### config.mk
export PLATFORM = sky130hd
export DESIGN_NAME = readout_format_control
export DESIGN_NICKNAME = d
export VERILOG_FILES = /design/src/rtl/readout_format_control.v
export VERILOG_INCLUDE_DIRS = /design/src /design/src/rtl
export SDC_FILE = /design/constraint.sdc
export NUM_CORES = 1
export LEC_CHECK = 0
export ABC_AREA = 1
export BUFFER_PORTS_ARGS = -buffer_cell sky130_fd_sc_hd__clkbuf_2
export CORE_MARGIN = 1
export CORE_UTILIZATION = 53
export CTS_BUF_LIST = sky130_fd_sc_hd__clkbuf_2 sky130_fd_sc_hd__clkbuf_4 sky130_fd_sc_hd__clkbuf_8
export DETAILED_ROUTE_END_ITERATION = 8
export PLACE_DENSITY = 0.88
export SLEW_MARGIN = 10
export SYNTH_ARGS = -nofsm -noshare
export SYNTH_HDL_FRONTEND = slang
export SYNTH_SLANG_ARGS = --single-unit
export TNS_END_PERCENT = 5
### constraint.sdc
create_clock -name sys_clk -period 3.3 [get_ports sys_clk]
set_input_delay 0.66 -clock sys_clk [delete_from_list [all_inputs] [get_ports sys_clk]]
set_output_delay 0.66 -clock sys_clk [all_outputs]
set_load 0.005 [all_outputs]
### src/rtl/readout_format_map.vh
`ifndef READOUT_FORMAT_MAP_VH
`define READOUT_FORMAT_MAP_VH
// register address and reset value
`define RFC_ADDR 8'h06
`define SOFT_RESET_ADDR 8'h00
`define BLACK_ACC_ADDR 8'h1A
`define RFC_RESET 8'h09
// field positions of the control and soft reset registers
`define RFC_LOW_RES 7
`define RFC_TIM_HI 6
`define RFC_TIM_LO 4
`define RFC_WIDTH_HI 3
`define RFC_WIDTH_LO 2
`define RFC_BLK_DIS 1
`define RFC_OFF_SPAN 0
`define SOFT_RESET_BIT 0
// converter and chip output resolutions in bits
`define ADC_BITS_LOW 3'h6
`define ADC_BITS_FULL 3'h5
`define CHIP_BITS_LOW 4'h9
`define CHIP_BITS_FULL 4'hd
// soft reset duration in pixel clocks
`define SOFT_RESET_CYCLES 3'h4
// timing select codes
`define TIM_HIGH_RES 3'h0
`define TIM_FIRST_LOW 3'h1
`define TIM_SECOND_2X2 3'h5
`define TIM_SECOND_3X4 3'h6
`define TIM_EXTERNAL 3'h7
// output width codes
`define WIDTH_13 2'h2
`define WIDTH_12 2'h3
// output width mode encodings
`define OWM_10 2'h0
`define OWM_13 2'h1
`define OWM_12 2'h2
// timing behaviour encodings
`define TB_HIGH 3'h0
`define TB_FIRST_LOW 3'h1
`define TB_SECOND_2X2 3'h2
`define TB_SECOND_3X4 3'h3
`define TB_EXTERNAL 3'h4
`define TB_UNDEFINED 3'h7
`endif

### src/rtl/readout_format_control.v
// Notes on behaviour
// - 8-bit read/write control register at offset 06h, resets to 09h.
// - bit 7 set gives 6-bit converter and 9-bit expanded output.
// - bits 6:4 choose timing mode: high, low resolution variants, external.
// - bits 3:2 choose output width: 0,1 ten bits, 2 thirteen, 3 twelve.
// - twelve-bit width saturates upper half of 13-bit range to max code.
// - ten-bit width maps 13-bit data through the programmable compander curve.
// - bit 1 clear runs the black-level loop, set halts it.
// - with loop halted, offset holds the accumulator's last value, from the loop or a software write.
// - bit 0 clear picks the 50 mV fine range, set the 100 mV range.
// - soft reset bit restores all defaults and clears after four pixel clocks.
`timescale 1ns/100ps
`default_nettype none
`include "readout_format_map.vh"
module readout_format_control #(
	parameter DATA_W = 13,
	parameter ACC_W = 8
) (
	input wire sys_clk, // pixel clock
	input wire arst_n, // asynchronous reset, active low
	input wire wr_en, // register write strobe
	input wire [7:0] wr_addr, // register write address
	input wire [7:0] wr_data, // register write data
	input wire [7:0] rd_addr, // register read address
	input wire [DATA_W-1:0] pix_in, // internal 13-bit pixel data
	input wire [9:0] comp_in, // compander curve result for pix_in
	input wire [ACC_W-1:0] loop_black, // black level computed by the loop
	output reg [7:0] rd_data, // register read data
	output reg soft_reset_active, // digital soft reset in progress
	output reg low_res, // reduced resolution operation
	output reg [2:0] adc_bits, // converter resolution in bits
	output reg [3:0] chip_bits, // chip output resolution in bits
	output reg [2:0] timing_mode, // decoded timing behaviour
	output reg timing_select_bit2, // timing select field bit 2
	output reg timing_select_bit1, // timing select field bit 1
	output reg timing_select_bit0, // timing select field bit 0
	output reg [1:0] output_width_select, // output width field
	output reg black_loop_run, // black-level loop enable
	output reg [ACC_W-1:0] black_offset, // offset applied to data
	output reg offset_span_wide, // larger offset range chosen
	output reg [DATA_W-1:0] pix_out // formatted output word
);
	reg [7:0] ctrl_q;
	reg [7:0] ctrl_d;
	reg [ACC_W-1:0] acc_q;
	reg [2:0] srst_cnt_q;
	wire [2:0] tim_sel;
	wire [1:0] width_sel;
	wire [1:0] width_mode;

	// decode of the timing select field
	function [2:0] decode_timing;
		input [2:0] code;
		begin
			case (code)
				`TIM_HIGH_RES: decode_timing = `TB_HIGH;
				`TIM_FIRST_LOW: decode_timing = `TB_FIRST_LOW;
				`TIM_SECOND_2X2: decode_timing = `TB_SECOND_2X2;
				`TIM_SECOND_3X4: decode_timing = `TB_SECOND_3X4;
				`TIM_EXTERNAL: decode_timing = `TB_EXTERNAL;
				default: decode_timing = `TB_UNDEFINED;
			endcase
		end
	endfunction

	// decode of the output width field
	function [1:0] decode_width;
		input [1:0] code;
		begin
			case (code)
				`WIDTH_13: decode_width = `OWM_13;
				`WIDTH_12: decode_width = `OWM_12;
				default: decode_width = `OWM_10;
			endcase
		end
	endfunction

	assign tim_sel = ctrl_q[`RFC_TIM_HI:`RFC_TIM_LO];
	assign width_sel = ctrl_q[`RFC_WIDTH_HI:`RFC_WIDTH_LO];
	assign width_mode = decode_width(width_sel);

	// next value of the control register
	always @* begin
		ctrl_d = ctrl_q;
		if (wr_en && wr_addr == `RFC_ADDR) begin
			ctrl_d = wr_data;
		end
	end

	// soft reset request and progress, accumulator write strobe
	wire srst_busy;
	wire srst_req;
	wire acc_wr;
	assign srst_busy = (srst_cnt_q != 3'h0);
	assign srst_req = wr_en && (wr_addr == `SOFT_RESET_ADDR) && wr_data[`SOFT_RESET_BIT];
	assign acc_wr = wr_en && (wr_addr == `BLACK_ACC_ADDR);

	// soft reset sequencer: counts four pixel clocks, ignores writes meanwhile
	always @(posedge sys_clk or negedge arst_n) begin
		if (!arst_n) begin
			srst_cnt_q <= 3'h0;
		end else if (srst_busy) begin
			srst_cnt_q <= srst_cnt_q - 3'h1;
		end else if (srst_req) begin
			srst_cnt_q <= `SOFT_RESET_CYCLES;
		end
	end

	// control register, forced to its default while soft reset runs
	always @(posedge sys_clk or negedge arst_n) begin
		if (!arst_n) begin
			ctrl_q <= `RFC_RESET;
		end else if (srst_busy || srst_req) begin
			ctrl_q <= `RFC_RESET;
		end else begin
			ctrl_q <= ctrl_d;
		end
	end

	// black level accumulator: a software write wins over the running loop
	always @(posedge sys_clk or negedge arst_n) begin
		if (!arst_n) begin
			acc_q <= {ACC_W{1'b0}};
		end else if (srst_busy || srst_req) begin
			acc_q <= {ACC_W{1'b0}};
		end else if (acc_wr) begin
			acc_q <= wr_data[ACC_W-1:0];
		end else if (!ctrl_q[`RFC_BLK_DIS]) begin
			acc_q <= loop_black;
		end
	end

	// register read-back, one cycle behind the address
	always @(posedge sys_clk or negedge arst_n) begin
		if (!arst_n) begin
			rd_data <= 8'h00;
		end else begin
			rd_data <= (rd_addr == `RFC_ADDR) ? ctrl_q : 8'h00;
		end
	end

	// soft reset status seen by the rest of the chip
	always @(posedge sys_clk or negedge arst_n) begin
		if (!arst_n) begin
			soft_reset_active <= 1'b0;
		end else begin
			soft_reset_active <= srst_busy;
		end
	end

	// resolution outputs for the converter and the output stage
	always @(posedge sys_clk or negedge arst_n) begin
		if (!arst_n) begin
			low_res <= 1'b0;
			adc_bits <= 3'h0;
			chip_bits <= 4'h0;
		end else begin
			low_res <= ctrl_q[`RFC_LOW_RES];
			adc_bits <= ctrl_q[`RFC_LOW_RES] ? `ADC_BITS_LOW : `ADC_BITS_FULL;
			chip_bits <= ctrl_q[`RFC_LOW_RES] ? `CHIP_BITS_LOW : `CHIP_BITS_FULL;
		end
	end

	// timing generator selection, raw field bits and decoded behaviour
	always @(posedge sys_clk or negedge arst_n) begin
		if (!arst_n) begin
			timing_mode <= `TB_HIGH;
			timing_select_bit2 <= 1'b0;
			timing_select_bit1 <= 1'b0;
			timing_select_bit0 <= 1'b0;
		end else begin
			timing_mode <= decode_timing(tim_sel);
			timing_select_bit2 <= tim_sel[2];
			timing_select_bit1 <= tim_sel[1];
			timing_select_bit0 <= tim_sel[0];
		end
	end

	// output width field as seen by the formatter
	always @(posedge sys_clk or negedge arst_n) begin
		if (!arst_n) begin
			output_width_select <= 2'h0;
		end else begin
			output_width_select <= width_sel;
		end
	end

	// black-level loop control and the offset it applies
	always @(posedge sys_clk or negedge arst_n) begin
		if (!arst_n) begin
			black_loop_run <= 1'b0;
			black_offset <= {ACC_W{1'b0}};
		end else begin
			black_loop_run <= !ctrl_q[`RFC_BLK_DIS];
			black_offset <= acc_q;
		end
	end

	// offset cancellation range
	always @(posedge sys_clk or negedge arst_n) begin
		if (!arst_n) begin
			offset_span_wide <= 1'b0;
		end else begin
			offset_span_wide <= ctrl_q[`RFC_OFF_SPAN];
		end
	end

	// output formatter: full width, saturated twelve bits or compander result
	always @(posedge sys_clk or negedge arst_n) begin
		if (!arst_n) begin
			pix_out <= {DATA_W{1'b0}};
		end else begin
			case (width_mode)
				`OWM_13: pix_out <= pix_in;
				`OWM_12: pix_out <= pix_in[DATA_W-1] ?
					{1'b0, {(DATA_W-1){1'b1}}} : pix_in;
				default: pix_out <= {{(DATA_W-10){1'b0}}, comp_in};
			endcase
		end
	end
endmodule
`default_nettype wire

==> metrics.json, run 1 <==
{
  "logic_synthesis": {
    "synth_fp_nets": 308,
    "synth_seq_cells": 62,
    "post_synth_instance_area_mm2": 0.00250,
    "synth.distinct_cells": 23,
    "post_syn_instances": 250,
    "yosysWarningCount": 0,
    "syn_avg_cell_area_um2": 9.98,
    "synth-seq-area-share": 0.623
  },
  "drt": {
    "wl_per_cell_um": 12.6,
    "routed_wirelength_um": 5200,
    "detail_route.iter0.violations": 136,
    "via_count": 2043,
    "detail-route-antenna-nets": 0,
    "detailed_routing_iterations_pass_1": 6,
    "post_drt_via_cell_ratio": 4.95,
    "drc": 26
  },
  "clock_tree": {
    "post_cts_setup_driven_buffer_insertion_count": 0,
    "clk_pin_slew_worst_paths_ns": 0.06,
    "holdBufCountCts": 0,
    "cts_buffer_count": 9,
    "clk_root_buffer_cell": "sky130_fd_sc_hd__clkbuf_8",
    "cts.path.max_buffers": 2,
    "post_cts_resized": 0,
    "cts_tree": "built",
    "worstSkewPairLatency_ns": 0.33,
    "h-tree-depth": 3,
    "cts_sinks": 62
  },
  "layout": {
    "layout.nets": 414,
    "drive_gt1_frac": 0.399,
    "final_cell_count_no_fill": 413,
    "antenna_cells": 0,
    "flow.area_growth_from_synthesis_pct": 28.4
  },
  "timing": {
    "total_of_endpoints_with_negative_setup_slack_in_the_final_report": 0,
    "finalHoldWorstSlack_ns": 0.257,
    "fin_skew_ns": 0.00380,
    "max_slew_margin": 0.642,
    "hold_violations": 0,
    "actual_transition_at_the_worst_max_transition_pin_ns": 0.536,
    "drv_slew": 0,
    "layout_min_cycle_time_ns": 1.48,
    "clock.fmax_ghz": 0.673,
    "rsz_0062_raised_after_global_routing": "no",
    "fin_crit_sh": 0.450,
    "setup_total_negative_slack_ns": 0
  },
  "grt": {
    "via_count_of_the_first_global_routing_pass": 1910,
    "grt_max_degree": 46,
    "groute.usage.overall": 0.227,
    "global_route_wire_length_before_repair_um": 8540,
    "grt_overflow": 0,
    "number_of_antenna_violations_at_the_first_check_in_global_routing": 0
  },
  "run_status": {
    "status": "finished, violations left",
    "failing_checks": "design-rule violations"
  },
  "worst_setup_path": {
    "crit_buf_inv": 1,
    "critical_path_class": "reg2out",
    "worstSetupStartpoint": "chip_bits[0]$_DFF_PN0_",
    "critical-path-max-stage-delay_ns": 0.38,
    "timing.critical_path.required_ns": 2.64,
    "worstPathArrival_ns": 0.82,
    "critPathTopFamily": "flip-flops",
    "path_cells": "clkbuf_2",
    "critPathCaptureType": "output port",
    "crit_slowest_cell": "sky130_fd_sc_hd__dfrtp_1",
    "peak_fanout_along_the_critical_path": 3,
    "critPathLaunchType": "flip-flop",
    "worstReg2RegStart": "srst_cnt_q[1]$_DFFE_PN0P_"
  },
  "hold_path": {
    "min-delay-path-class": "in2async"
  },
  "floorplan": {
    "die-height_um": 70.6,
    "design.core.area_mm2": 0.00444,
    "boundaryPins": 106,
    "dieWidth_um": 70.6,
    "num_rows": 24,
    "start_util": 0.562,
    "die_area_mm2": 0.00499
  },
  "power": {
    "power.static_leakage_uw": 0.00178,
    "cellPowerDensity_mw_per_mm2": 598,
    "max-vdd-ir-drop_mv": 0.392
  },
  "place": {
    "buffer_ports.inserted": 104,
    "dp.cells": 397,
    "total_half_perimeter_wirelength_after_legalization_and_detailed_placement_um": 3820,
    "finalWeightedCongestion": 0.866
  },
  "job": {
    "cap_viol_max_count": 0
  }
}
routing by layer:
layer | global-route usage | vias up | share of wire
met5 | 0 | - | 0
met2 | 0.364 | 103 | 0.49
met4 | 0.0956 | 0 | 0.013
li1 | - | 1002 | -
met1 | 0.285 | 929 | 0.41
met3 | 0.0769 | 9 | 0.089
logic make-up after synthesis:
family / after synthesis / share of synthesized area
AOI/OAI and AO/OA: 22 / 0.0441
buffers and inverters: 33 / 0.0682
DFF: 62 / 0.623
other: 2 / 0.00301
and+or+nand+nor: 131 / 0.262
cells in the final DEF (no fill, tap or decap), types with 4 or more instances in the layout:
master | synthesis | final
sky130_fd_sc_hd__nand2_1 | 49 | 49
sky130_fd_sc_hd__inv_1 | 18 | 18
sky130_fd_sc_hd__nand3_1 | 30 | 30
sky130_fd_sc_hd__dfrtp_1 | 60 | 60
sky130_fd_sc_hd__nand3_2 | 4 | 4
sky130_fd_sc_hd__nor2_1 | 33 | 33
sky130_fd_sc_hd__clkbuf_8 | 0 | 9
sky130_fd_sc_hd__o21ai_0 | 5 | 5
sky130_fd_sc_hd__a21oi_1 | 17 | 17
sky130_fd_sc_hd__clkbuf_2 | 0 | 104
flip-flops by register name (all words and copies together), names as in the netlist, 2 cells and up:
name and count:
pix_out 13, output_width_select 2, rd_data 8, black_offset 8
ctrl_q 8, srst_cnt_q 3, acc_q 8, adc_bits 2
timing_mode 3
cell type report:
class	instances	area, µm²
clock buffer	12	146
timing repair buffer	105	528
multi-input combinational	155	772
clock inverter	4	47.5
fill	338	1240
tap	52	65.1
sequential	62	1550
inverter	23	91.3
report_power, final:
| part | switching (µW) | internal [µW] | total, µW |
|---|---|---|---|
| registers | 60.4 | 871 | 931 |
| clock network | 269 | 371 | 641 |
| logic | 211 | 135 | 346 |
| total | 541 | 1380 | 1920 |
worst paths after layout:
path	to	slack [ns]	cells past startpoint
hold / removal	rd_data[4]$_DFF_PN0_	0.26	1
max in group asynchronous	ctrl_q[0]$_DFFE_PN1P_	2.14	2
setup / recovery	chip_bits[0]	1.82	1
setup reg to reg	acc_q[6]$_DFFE_PN0P_	1.91	7
hold reg to reg	black_offset[2]$_DFF_PN0_	0.38	0
min in group sys_clk	black_offset[2]$_DFF_PN0_	0.38	0
stage by stage:
stage	worst slack [ns]	utilization	total power [µW]	area, µm²
after global routing	1.76	0.721	2030	3200
final	1.82	0.721	1920	3200
after floorplan	1.78	-	1190	2500
after detailed placement	1.58	0.677	1290	3010
after CTS	1.79	0.721	1940	3200
after global placement	1.63	0.677	1280	3010
cell usage after synthesis, drive strengths merged:
master | instances | area share
a21oi | 17 | 0.034
buf | 7 | 0.027
clkbuf | 3 | 0.0045
conb | 2 | 0.0030
dfrtp | 60 | 0.60
dfstp | 2 | 0.021
inv | 23 | 0.037
nand2 | 53 | 0.091
nand3 | 34 | 0.076
nand3b | 1 | 0.0030
nor2 | 41 | 0.087
nor4 | 2 | 0.0050
o21ai | 5 | 0.010
Note: power is estimated with default switching activity, not from simulation.
==> inputs of run 2 (changes only) <==
--- a/config.mk
+++ b/config.mk
@@ -9,10 +9,10 @@
 export ABC_AREA = 1
 export BUFFER_PORTS_ARGS = -buffer_cell sky130_fd_sc_hd__clkbuf_2
 export CORE_MARGIN = 1
-export CORE_UTILIZATION = 53
+export CORE_UTILIZATION = 44
 export CTS_BUF_LIST = sky130_fd_sc_hd__clkbuf_2 sky130_fd_sc_hd__clkbuf_4 sky130_fd_sc_hd__clkbuf_8
 export DETAILED_ROUTE_END_ITERATION = 8
-export PLACE_DENSITY = 0.88
+export PLACE_DENSITY = 0.79
 export SLEW_MARGIN = 10
 export SYNTH_ARGS = -nofsm -noshare
 export SYNTH_HDL_FRONTEND = slang
==> constraint.sdc (replaced) <==
create_clock -name sys_clk -period 1.35 [get_ports sys_clk]
set_input_delay 0.27 -clock sys_clk [delete_from_list [all_inputs] [get_ports sys_clk]]
set_output_delay 0.27 -clock sys_clk [all_outputs]
set_load 0.005 [all_outputs]
==> metrics.json, run 2 (same netlist as run 1, synthesis figures left out) <==
{
  "drt": {
    "drc": {"value": 0, "change": "was 26"},
    "detailed_routing_iterations_pass_1": {"value": 4, "change": "was 6"},
    "detail-route-antenna-nets": {"value": 0, "change": "unchanged"},
    "detail_route.iter0.violations": {"value": 55, "change": "was 136"},
    "routed_wirelength": {"value": 5230, "unit": "µm", "change": "was 5200 µm"},
    "via_count": {"value": 2061, "change": "was 2043"},
    "post_drt_via_cell_ratio": {"value": 4.68, "change": "was 4.95"},
    "wl_per_cell": {"value": 11.9, "unit": "µm", "change": "was 12.6 µm"}
  },
  "place": {
    "dp.cells": {"value": 421, "change": "was 397"},
    "buffer_ports.inserted": {"value": 104, "change": "unchanged"},
    "finalWeightedCongestion": {"value": 0.823, "change": "was 0.866"},
    "pre_cts_worst_setup_slack": {"value": 0.0163, "unit": "ns", "change": "was 1.58 ns"},
    "dpl-instance-area": {"value": 0.00308, "unit": "mm²", "change": "was 0.00301 mm²"},
    "total_half_perimeter_wirelength_after_legalization_and_detailed_placement": {"value": 3730, "unit": "µm", "change": "was 3820 µm"}
  },
  "worst_setup_path": {
    "crit_buf_inv": {"value": 3, "change": "was 1"},
    "critPathCaptureType": {"value": "flip-flop", "change": "was output port"},
    "worstPathArrival": {"value": 1.54, "unit": "ns", "change": "was 0.82 ns"},
    "timing.critical_path.required": {"value": 1.62, "unit": "ns", "change": "was 2.64 ns"},
    "crit_slowest_cell": {"value": "sky130_fd_sc_hd__dfrtp_1", "change": "unchanged"},
    "critical_path_class": {"value": "reg2reg", "change": "was reg2out"},
    "critical-path-max-stage-delay": {"value": 0.41, "unit": "ns", "change": "was 0.38 ns"},
    "worstReg2RegStart": {"value": "srst_cnt_q[0]$_DFFE_PN0P_", "change": "was srst_cnt_q[1]$_DFFE_PN0P_"},
    "worstSetupStartpoint": {"value": "srst_cnt_q[0]$_DFFE_PN0P_", "change": "was chip_bits[0]$_DFF_PN0_"},
    "path_cells": {"value": "nor2_2, inv_2, nor2_8, inv_6, nor2_4, buf_4, nand3_1, nand2_1", "change": "was clkbuf_2"},
    "critPathTopFamily": {"value": "simple AND/OR/NAND/NOR gates", "change": "was flip-flops"},
    "critPathLaunchType": {"value": "flip-flop", "change": "unchanged"},
    "peak_fanout_along_the_critical_path": {"value": 4, "change": "was 3"}
  },
  "timing": {
    "rsz_0062_raised_after_global_routing": {"value": "yes", "change": "was no"},
    "fin_crit_sh": 0.946,
    "hold_violations": {"value": 0, "change": "unchanged"},
    "fin_ws": {"value": 0.0729, "unit": "ns", "change": "was 1.82 ns"},
    "setup_total_negative_slack": {"value": 0, "unit": "ns", "change": "unchanged"},
    "total_of_endpoints_with_negative_setup_slack_in_the_final_report": {"value": 0, "change": "unchanged"},
    "drv_slew": {"value": 0, "change": "unchanged"},
    "fin_skew": {"value": 0.00834, "unit": "ns", "change": "was 0.00380 ns"},
    "layout_min_cycle_time_ns": 1.28,
    "clock.fmax_ghz": 0.783
  },
  "layout": {
    "drive_gt1_frac": {"value": 0.410, "change": "was 0.399"},
    "largest_register": {"value": "pix_out", "change": "unchanged"},
    "antenna_cells": {"value": 0, "change": "unchanged"},
    "layout.cells.most_common_list": {"value": "104 x sky130_fd_sc_hd__clkbuf_2, 60 x sky130_fd_sc_hd__dfrtp_1, 49 x sky130_fd_sc_hd__nand2_1", "change": "unchanged"},
    "final_cell_count_no_fill": {"value": 440, "change": "was 413"},
    "final_non_filler_cell_area": {"value": 0.00333, "unit": "mm²", "change": "was 0.00320 mm²"},
    "mostFrequentLayoutCell": {"value": "sky130_fd_sc_hd__clkbuf_2", "change": "unchanged"},
    "layout.nets": {"value": 422, "change": "was 414"},
    "max_ffs_per_register": {"value": 13, "change": "unchanged"},
    "flow.area_growth_from_synthesis": {"value": 33.3, "unit": "%", "change": "was 28.4%"}
  },
  "floorplan": {
    "num_rows": {"value": 27, "change": "was 24"},
    "design.core.area": {"value": 0.00547, "unit": "mm²", "change": "was 0.00444 mm²"},
    "die-height": {"value": 77.3, "unit": "µm", "change": "was 70.6 µm"},
    "boundaryPins": {"value": 106, "change": "unchanged"},
    "die_area": {"value": 0.00598, "unit": "mm²", "change": "was 0.00499 mm²"},
    "dieWidth": {"value": 77.3, "unit": "µm", "change": "was 70.6 µm"},
    "start_util": {"value": 0.456, "change": "was 0.562"}
  },
  "clock_tree": {
    "cts_tree": {"value": "built", "change": "unchanged"},
    "cts.path.max_buffers": {"value": 2, "change": "unchanged"},
    "h-tree-depth": {"value": 3, "change": "unchanged"},
    "worstSkewPairLatency": {"value": 0.32, "unit": "ns", "change": "was 0.33 ns"},
    "clk_pin_slew_worst_paths": {"value": 0.07, "unit": "ns", "change": "was 0.06 ns"},
    "cts_buffer_count": {"value": 9, "change": "unchanged"},
    "cts_sinks": {"value": 62, "change": "unchanged"},
    "clk_root_buffer_cell": {"value": "sky130_fd_sc_hd__clkbuf_8", "change": "unchanged"}
  },
  "hold_path": {
    "min-delay-path-class": {"value": "in2reg", "change": "was in2async"},
    "timing.hold.worst.start": "pix_in[11]"
  },
  "power": {
    "cellPowerDensity": {"value": 1470, "unit": "mW/mm²", "change": "was 598 mW/mm²"},
    "max-vdd-ir-drop": {"value": 0.703, "unit": "mV", "change": "was 0.392 mV"},
    "design_power_total": {"value": 4870, "unit": "µW", "change": "was 1920 µW"},
    "power.static_leakage": {"value": 0.00182, "unit": "µW", "change": "was 0.00178 µW"}
  },
  "grt": {
    "grt_max_degree": {"value": 63, "change": "was 46"},
    "groute.usage.overall": {"value": 0.186, "change": "was 0.227"},
    "number_of_antenna_violations_at_the_first_check_in_global_routing": {"value": 0, "change": "unchanged"},
    "grt_overflow": {"value": 0, "change": "unchanged"},
    "via_count_of_the_first_global_routing_pass": {"value": 1901, "change": "was 1910"},
    "global_route_wire_length_before_repair": {"value": 8560, "unit": "µm", "change": "was 8540 µm"}
  },
  "run_status": {
    "status": {"value": "completed", "change": "was finished, violations left"}
  },
  "job": {
    "cap_viol_max_count": {"value": 0, "change": "unchanged"}
  }
}
-- run 2: layout make-up --
class	instances	area [µm²]
Fill cell	471	2150
Sequential cell	62	1550
Multi-Input combinational cell	156	788
Timing Repair Buffer	112	608
Clock buffer	11	145
Inverter	23	93.8
Tap cell	72	90.1
Clock inverter	4	47.5
-- run 2: what timing repair did --
item                                    in CTS  in global routing
pin swaps                                    1                  1
gates cloned                                 1                  0
endpoints found under the hold margin       60                  0
endpoints found under the setup margin      10                 10
hold buffers                                 1                  0
resized for setup                            0                  2
buffers inserted                             0                  2
-- run 2: worst register-to-register path, stage by stage, from the launching register on --
cell	delay (ns)
sky130_fd_sc_hd__dfrtp_1	0.41
sky130_fd_sc_hd__nor2_2	0.12
sky130_fd_sc_hd__inv_2	0.08
sky130_fd_sc_hd__nor2_8	0.12
sky130_fd_sc_hd__inv_6	0.06
sky130_fd_sc_hd__nor2_4	0.15
sky130_fd_sc_hd__buf_4	0.15
sky130_fd_sc_hd__nand3_1	0.07
sky130_fd_sc_hd__nand2_1	0.06
-- run 2: final timing paths --
check / to / slack (ns) / cells after the start
hold / removal: pix_out[11]$_DFF_PN0_ / 0.16 / 3
setup reg to reg: acc_q[3]$_DFFE_PN0P_ / 0.07 / 8
max in group asynchronous: ctrl_q[3]$_DFFE_PN1P_ / 0.57 / 3
hold reg to reg: black_offset[3]$_DFF_PN0_ / 0.39 / 0
min in group asynchronous: timing_mode[2]$_DFF_PN0_ / 0.49 / 3
setup / recovery: acc_q[3]$_DFFE_PN0P_ / 0.07 / 8
-- run 2: metal layers --
metal	track usage	vias to the layer above	routed length, µm
li1	-	1015	-
met1	0.240	931	2350
met3	0.0405	10	381
met4	0.0906	0	88
met5	0	-	0
met2	0.296	105	2400
-- run 2: power breakdown --
group | switching (µW) | total (µW) | internal (µW)
clock | 651 | 1560 | 906
combinational | 579 | 1040 | 462
sequential | 148 | 2280 | 2130
-- run 2: stage by stage --
step	hold slack, ns	util
global route	0.163	0.608
detailed placement	0.303	0.562
floorplan	-0.0256	-
CTS	0.152	0.602
finish	0.164	0.608
global placement	0.305	0.562
==> inputs of run 3 (changes only) <==
--- a/config.mk
+++ b/config.mk
@@ -9,10 +9,10 @@
 export ABC_AREA = 1
 export BUFFER_PORTS_ARGS = -buffer_cell sky130_fd_sc_hd__clkbuf_2
 export CORE_MARGIN = 1
-export CORE_UTILIZATION = 44
+export CORE_UTILIZATION = 49
 export CTS_BUF_LIST = sky130_fd_sc_hd__clkbuf_2 sky130_fd_sc_hd__clkbuf_4 sky130_fd_sc_hd__clkbuf_8
 export DETAILED_ROUTE_END_ITERATION = 8
-export PLACE_DENSITY = 0.79
+export PLACE_DENSITY = 0.83
 export SLEW_MARGIN = 10
 export SYNTH_ARGS = -nofsm -noshare
 export SYNTH_HDL_FRONTEND = slang
==> constraint.sdc (replaced) <==
create_clock -name sys_clk -period 1.4 [get_ports sys_clk]
set_input_delay 0.28 -clock sys_clk [delete_from_list [all_inputs] [get_ports sys_clk]]
set_output_delay 0.28 -clock sys_clk [all_outputs]
set_load 0.005 [all_outputs]
==> metrics.json, run 3 (same netlist as run 1, synthesis figures left out) <==
{
  "run_status": {
    "status": {"value": "completed", "change": "unchanged"}
  },
  "power": {
    "max-vdd-ir-drop": {"value": 0.734, "unit": "mV", "change": "was 0.703 mV"},
    "share_comb_of_total_power": {"value": 0.187, "change": "was 0.213"},
    "p_int": {"value": 3340, "unit": "µW", "change": "was 3500 µW"},
    "cellPowerDensity": {"value": 1400, "unit": "mW/mm²", "change": "was 1470 mW/mm²"},
    "netSwitchingPower": {"value": 1260, "unit": "µW", "change": "was 1380 µW"},
    "switching_share": {"value": 0.274, "change": "was 0.283"},
    "share_clk_of_total_power": {"value": 0.336, "change": "was 0.319"},
    "seqPwrFrac": {"value": 0.477, "change": "was 0.467"},
    "power.static_leakage": {"value": 0.00181, "unit": "µW", "change": "was 0.00182 µW"},
    "design_power_total": {"value": 4600, "unit": "µW", "change": "was 4870 µW"}
  },
  "worst_setup_path": {
    "peak_fanout_along_the_critical_path": {"value": 12, "change": "was 4"},
    "critical_path_class": {"value": "reg2reg", "change": "unchanged"},
    "worst-r2r-cell-count": {"value": 7, "change": "was 8"},
    "critical-path-max-stage-delay": {"value": 0.39, "unit": "ns", "change": "was 0.41 ns"},
    "worstReg2RegStart": {"value": "srst_cnt_q[1]$_DFFE_PN0P_", "change": "was srst_cnt_q[0]$_DFFE_PN0P_"},
    "worstPathArrival": {"value": 1.55, "unit": "ns", "change": "was 1.54 ns"},
    "worstSetupStartpoint": {"value": "srst_cnt_q[1]$_DFFE_PN0P_", "change": "was srst_cnt_q[0]$_DFFE_PN0P_"},
    "critPathCaptureType": {"value": "flip-flop", "change": "unchanged"},
    "crit_slowest_cell": {"value": "sky130_fd_sc_hd__dfrtp_1", "change": "unchanged"},
    "capture_point_of_the_critical_path": {"value": "ctrl_q[7]$_DFFE_PN0P_", "change": "was acc_q[3]$_DFFE_PN0P_"},
    "path_cells": {"value": "nor2_2, inv_2, nor2_8, inv_4, nor2_4, nand3_1, nand2_1", "change": "was nor2_2, inv_2, nor2_8, inv_6, nor2_4, buf_4, nand3_1, nand2_1"},
    "timing.critical_path.required": {"value": 1.65, "unit": "ns", "change": "was 1.62 ns"},
    "rrSetupSlack": {"value": 0.1, "unit": "ns", "change": "was 0.07 ns"},
    "critPathLaunchType": {"value": "flip-flop", "change": "unchanged"},
    "regToRegEndpoint": {"value": "ctrl_q[7]$_DFFE_PN0P_", "change": "was acc_q[3]$_DFFE_PN0P_"}
  },
  "drt": {
    "detail-route-antenna-nets": {"value": 0, "change": "unchanged"},
    "drc": {"value": 0, "change": "unchanged"},
    "wl_per_cell": {"value": 12.1, "unit": "µm", "change": "was 11.9 µm"},
    "post_drt_via_cell_ratio": {"value": 4.85, "change": "was 4.68"},
    "routed_wirelength": {"value": 5210, "unit": "µm", "change": "was 5230 µm"},
    "detailed_routing_iterations_pass_1": {"value": 4, "change": "unchanged"},
    "via_count": {"value": 2095, "change": "was 2061"},
    "detail_route.iter0.violations": {"value": 64, "change": "was 55"}
  },
  "layout": {
    "antenna_cells": {"value": 0, "change": "unchanged"},
    "layout.nets": {"value": 420, "change": "was 422"},
    "flow.area_growth_from_synthesis": {"value": 31.8, "unit": "%", "change": "was 33.3%"},
    "largest_register": {"value": "pix_out", "change": "unchanged"},
    "max_ffs_per_register": {"value": 13, "change": "unchanged"},
    "mostFrequentLayoutCell": {"value": "sky130_fd_sc_hd__clkbuf_2", "change": "unchanged"},
    "final_core_utilization": {"value": 0.683, "change": "was 0.608"},
    "layout.cells.most_common_list": {"value": "104 x sky130_fd_sc_hd__clkbuf_2, 60 x sky130_fd_sc_hd__dfrtp_1, 49 x sky130_fd_sc_hd__nand2_1", "change": "unchanged"},
    "drive_gt1_frac": {"value": 0.403, "change": "was 0.410"}
  },
  "clock_tree": {
    "cts_buffer_count": {"value": 9, "change": "unchanged"},
    "cts_tree": {"value": "built", "change": "unchanged"},
    "cts.path.max_buffers": {"value": 2, "change": "unchanged"},
    "cts_sinks": {"value": 62, "change": "unchanged"},
    "h-tree-depth": {"value": 3, "change": "unchanged"},
    "worstSkewPairLatency": {"value": 0.32, "unit": "ns", "change": "about the same"},
    "clk_pin_slew_worst_paths": {"value": 0.06, "unit": "ns", "change": "was 0.07 ns"},
    "post_cts_setup_driven_buffer_insertion_count": {"value": 0, "change": "unchanged"},
    "clk_root_buffer_cell": {"value": "sky130_fd_sc_hd__clkbuf_8", "change": "unchanged"}
  },
  "floorplan": {
    "boundaryPins": {"value": 106, "change": "unchanged"},
    "die-height": {"value": 73.4, "unit": "µm", "change": "was 77.3 µm"},
    "start_util": {"value": 0.518, "change": "was 0.456"},
    "num_rows": {"value": 25, "change": "was 27"},
    "design.core.area": {"value": 0.00482, "unit": "mm²", "change": "was 0.00547 mm²"},
    "dieWidth": {"value": 73.4, "unit": "µm", "change": "was 77.3 µm"},
    "die_area": {"value": 0.00538, "unit": "mm²", "change": "was 0.00598 mm²"}
  },
  "timing": {
    "fin_skew": {"value": 0.0112, "unit": "ns", "change": "was 0.00834 ns"},
    "fin_crit_sh": {"value": 0.929, "change": "was 0.946"},
    "layout_min_cycle_time": {"value": 1.30, "unit": "ns", "change": "was 1.28 ns"},
    "hold_violations": {"value": 0, "change": "unchanged"},
    "total_of_endpoints_with_negative_setup_slack_in_the_final_report": {"value": 0, "change": "unchanged"},
    "drv_slew": {"value": 0, "change": "unchanged"},
    "fin_ws": {"value": 0.0993, "unit": "ns", "change": "was 0.0729 ns"},
    "rsz_0062_raised_after_global_routing": {"value": "yes", "change": "unchanged"},
    "clock.fmax": {"value": 0.769, "unit": "GHz", "change": "was 0.783 GHz"},
    "finalHoldWorstSlack": {"value": 0.172, "unit": "ns", "change": "was 0.164 ns"}
  },
  "grt": {
    "number_of_antenna_violations_at_the_first_check_in_global_routing": {"value": 0, "change": "unchanged"},
    "groute.usage.overall": {"value": 0.209, "change": "was 0.186"},
    "global_route_wire_length_before_repair": {"value": 8180, "unit": "µm", "change": "was 8560 µm"},
    "grt_max_degree": {"value": 63, "change": "unchanged"},
    "grt_overflow": {"value": 0, "change": "unchanged"},
    "via_count_of_the_first_global_routing_pass": {"value": 1948, "change": "was 1901"}
  },
  "place": {
    "total_half_perimeter_wirelength_after_legalization_and_detailed_placement": {"value": 3800, "unit": "µm", "change": "was 3730 µm"},
    "pre_cts_worst_setup_slack": {"value": 0.0469, "unit": "ns", "change": "was 0.0163 ns"},
    "buffer_ports.inserted": {"value": 104, "change": "unchanged"},
    "finalWeightedCongestion": {"value": 0.773, "change": "was 0.823"}
  },
  "hold_path": {
    "timing.hold.worst.start": {"value": "pix_in[11]", "change": "unchanged"},
    "min-delay-path-class": {"value": "in2reg", "change": "unchanged"}
  },
  "job": {
    "cap_viol_max_count": {"value": 0, "change": "unchanged"}
  }
}
[run 3: changes by cell type in the layout (fill, tap and decap cells not counted), sizes merged]
cell	previous run	this run
buf	7	5
clkbuf	115	117
clkinv	2	0
clkinvlp	1	0
[run 3: worst min-delay path by stage]
stage	cells after the start	to	slack (ns)
floorplan	0	acc_q[0]$_DFFE_PN0P_	-0.02
global placement	2	chip_bits[0]$_DFF_PN0_	0.31
detailed placement	2	chip_bits[0]$_DFF_PN0_	0.31
CTS	3	pix_out[11]$_DFF_PN0_	0.16
global route	3	pix_out[11]$_DFF_PN0_	0.17
finish	3	pix_out[11]$_DFF_PN0_	0.17
[run 3: per-stage QoR]
step                instance area, µm²  setup TNS [ns]  cells
floorplan                         2500               0    250
global placement                  3070               0    416
detailed placement                3070               0    416
CTS                               3280               0    431
global route                      3290          -0.163    432
finish                            3290               0    432
[run 3: critical path, delay by kind of cell, from the launching register on]
family | cells | cell delay (ns)
simple gates | 5 | 0.69
flops | 1 | 0.39
buf+inv | 2 | 0.15
[run 3: layout make-up]
| cell class | count | area [µm²] |
|---|---|---|
| inverters | 23 | 91.3 |
| clock buffers | 13 | 166 |
| multi-input cells | 156 | 783 |
| fillers | 378 | 1530 |
| well taps | 67 | 83.8 |
| clock inverters | 1 | 30.0 |
| repair buffers | 110 | 581 |
| flip-flops and latches | 62 | 1550 |
[run 3: metal layers]
metal	GRT usage	wire length [µm]	up-vias
met5	0	0	-
met4	0.0983	79	0
met3	0.0823	379	10
met2	0.349	2560	97
met1	0.236	2190	975
li1	-	-	1013
[run 3: timing repair]
item,CTS,global route
endpoints found under the hold margin,60,0
endpoints found under the setup margin,0,12
hold buffers,1,0
gates resized for setup,0,0
[run 3: power groups by stage]
stage / Combinational [µW] / Sequential, µW / Clock [µW]
5_1_grt: 984 / 2230 / 1660
3_3_place_gp: 807 / 2220 / 0
3_5_place_dp: 847 / 2220 / 0
4_1_cts: 845 / 2200 / 1570
6_report: 861 / 2200 / 1540
2_1_floorplan: 580 / 2210 / 0
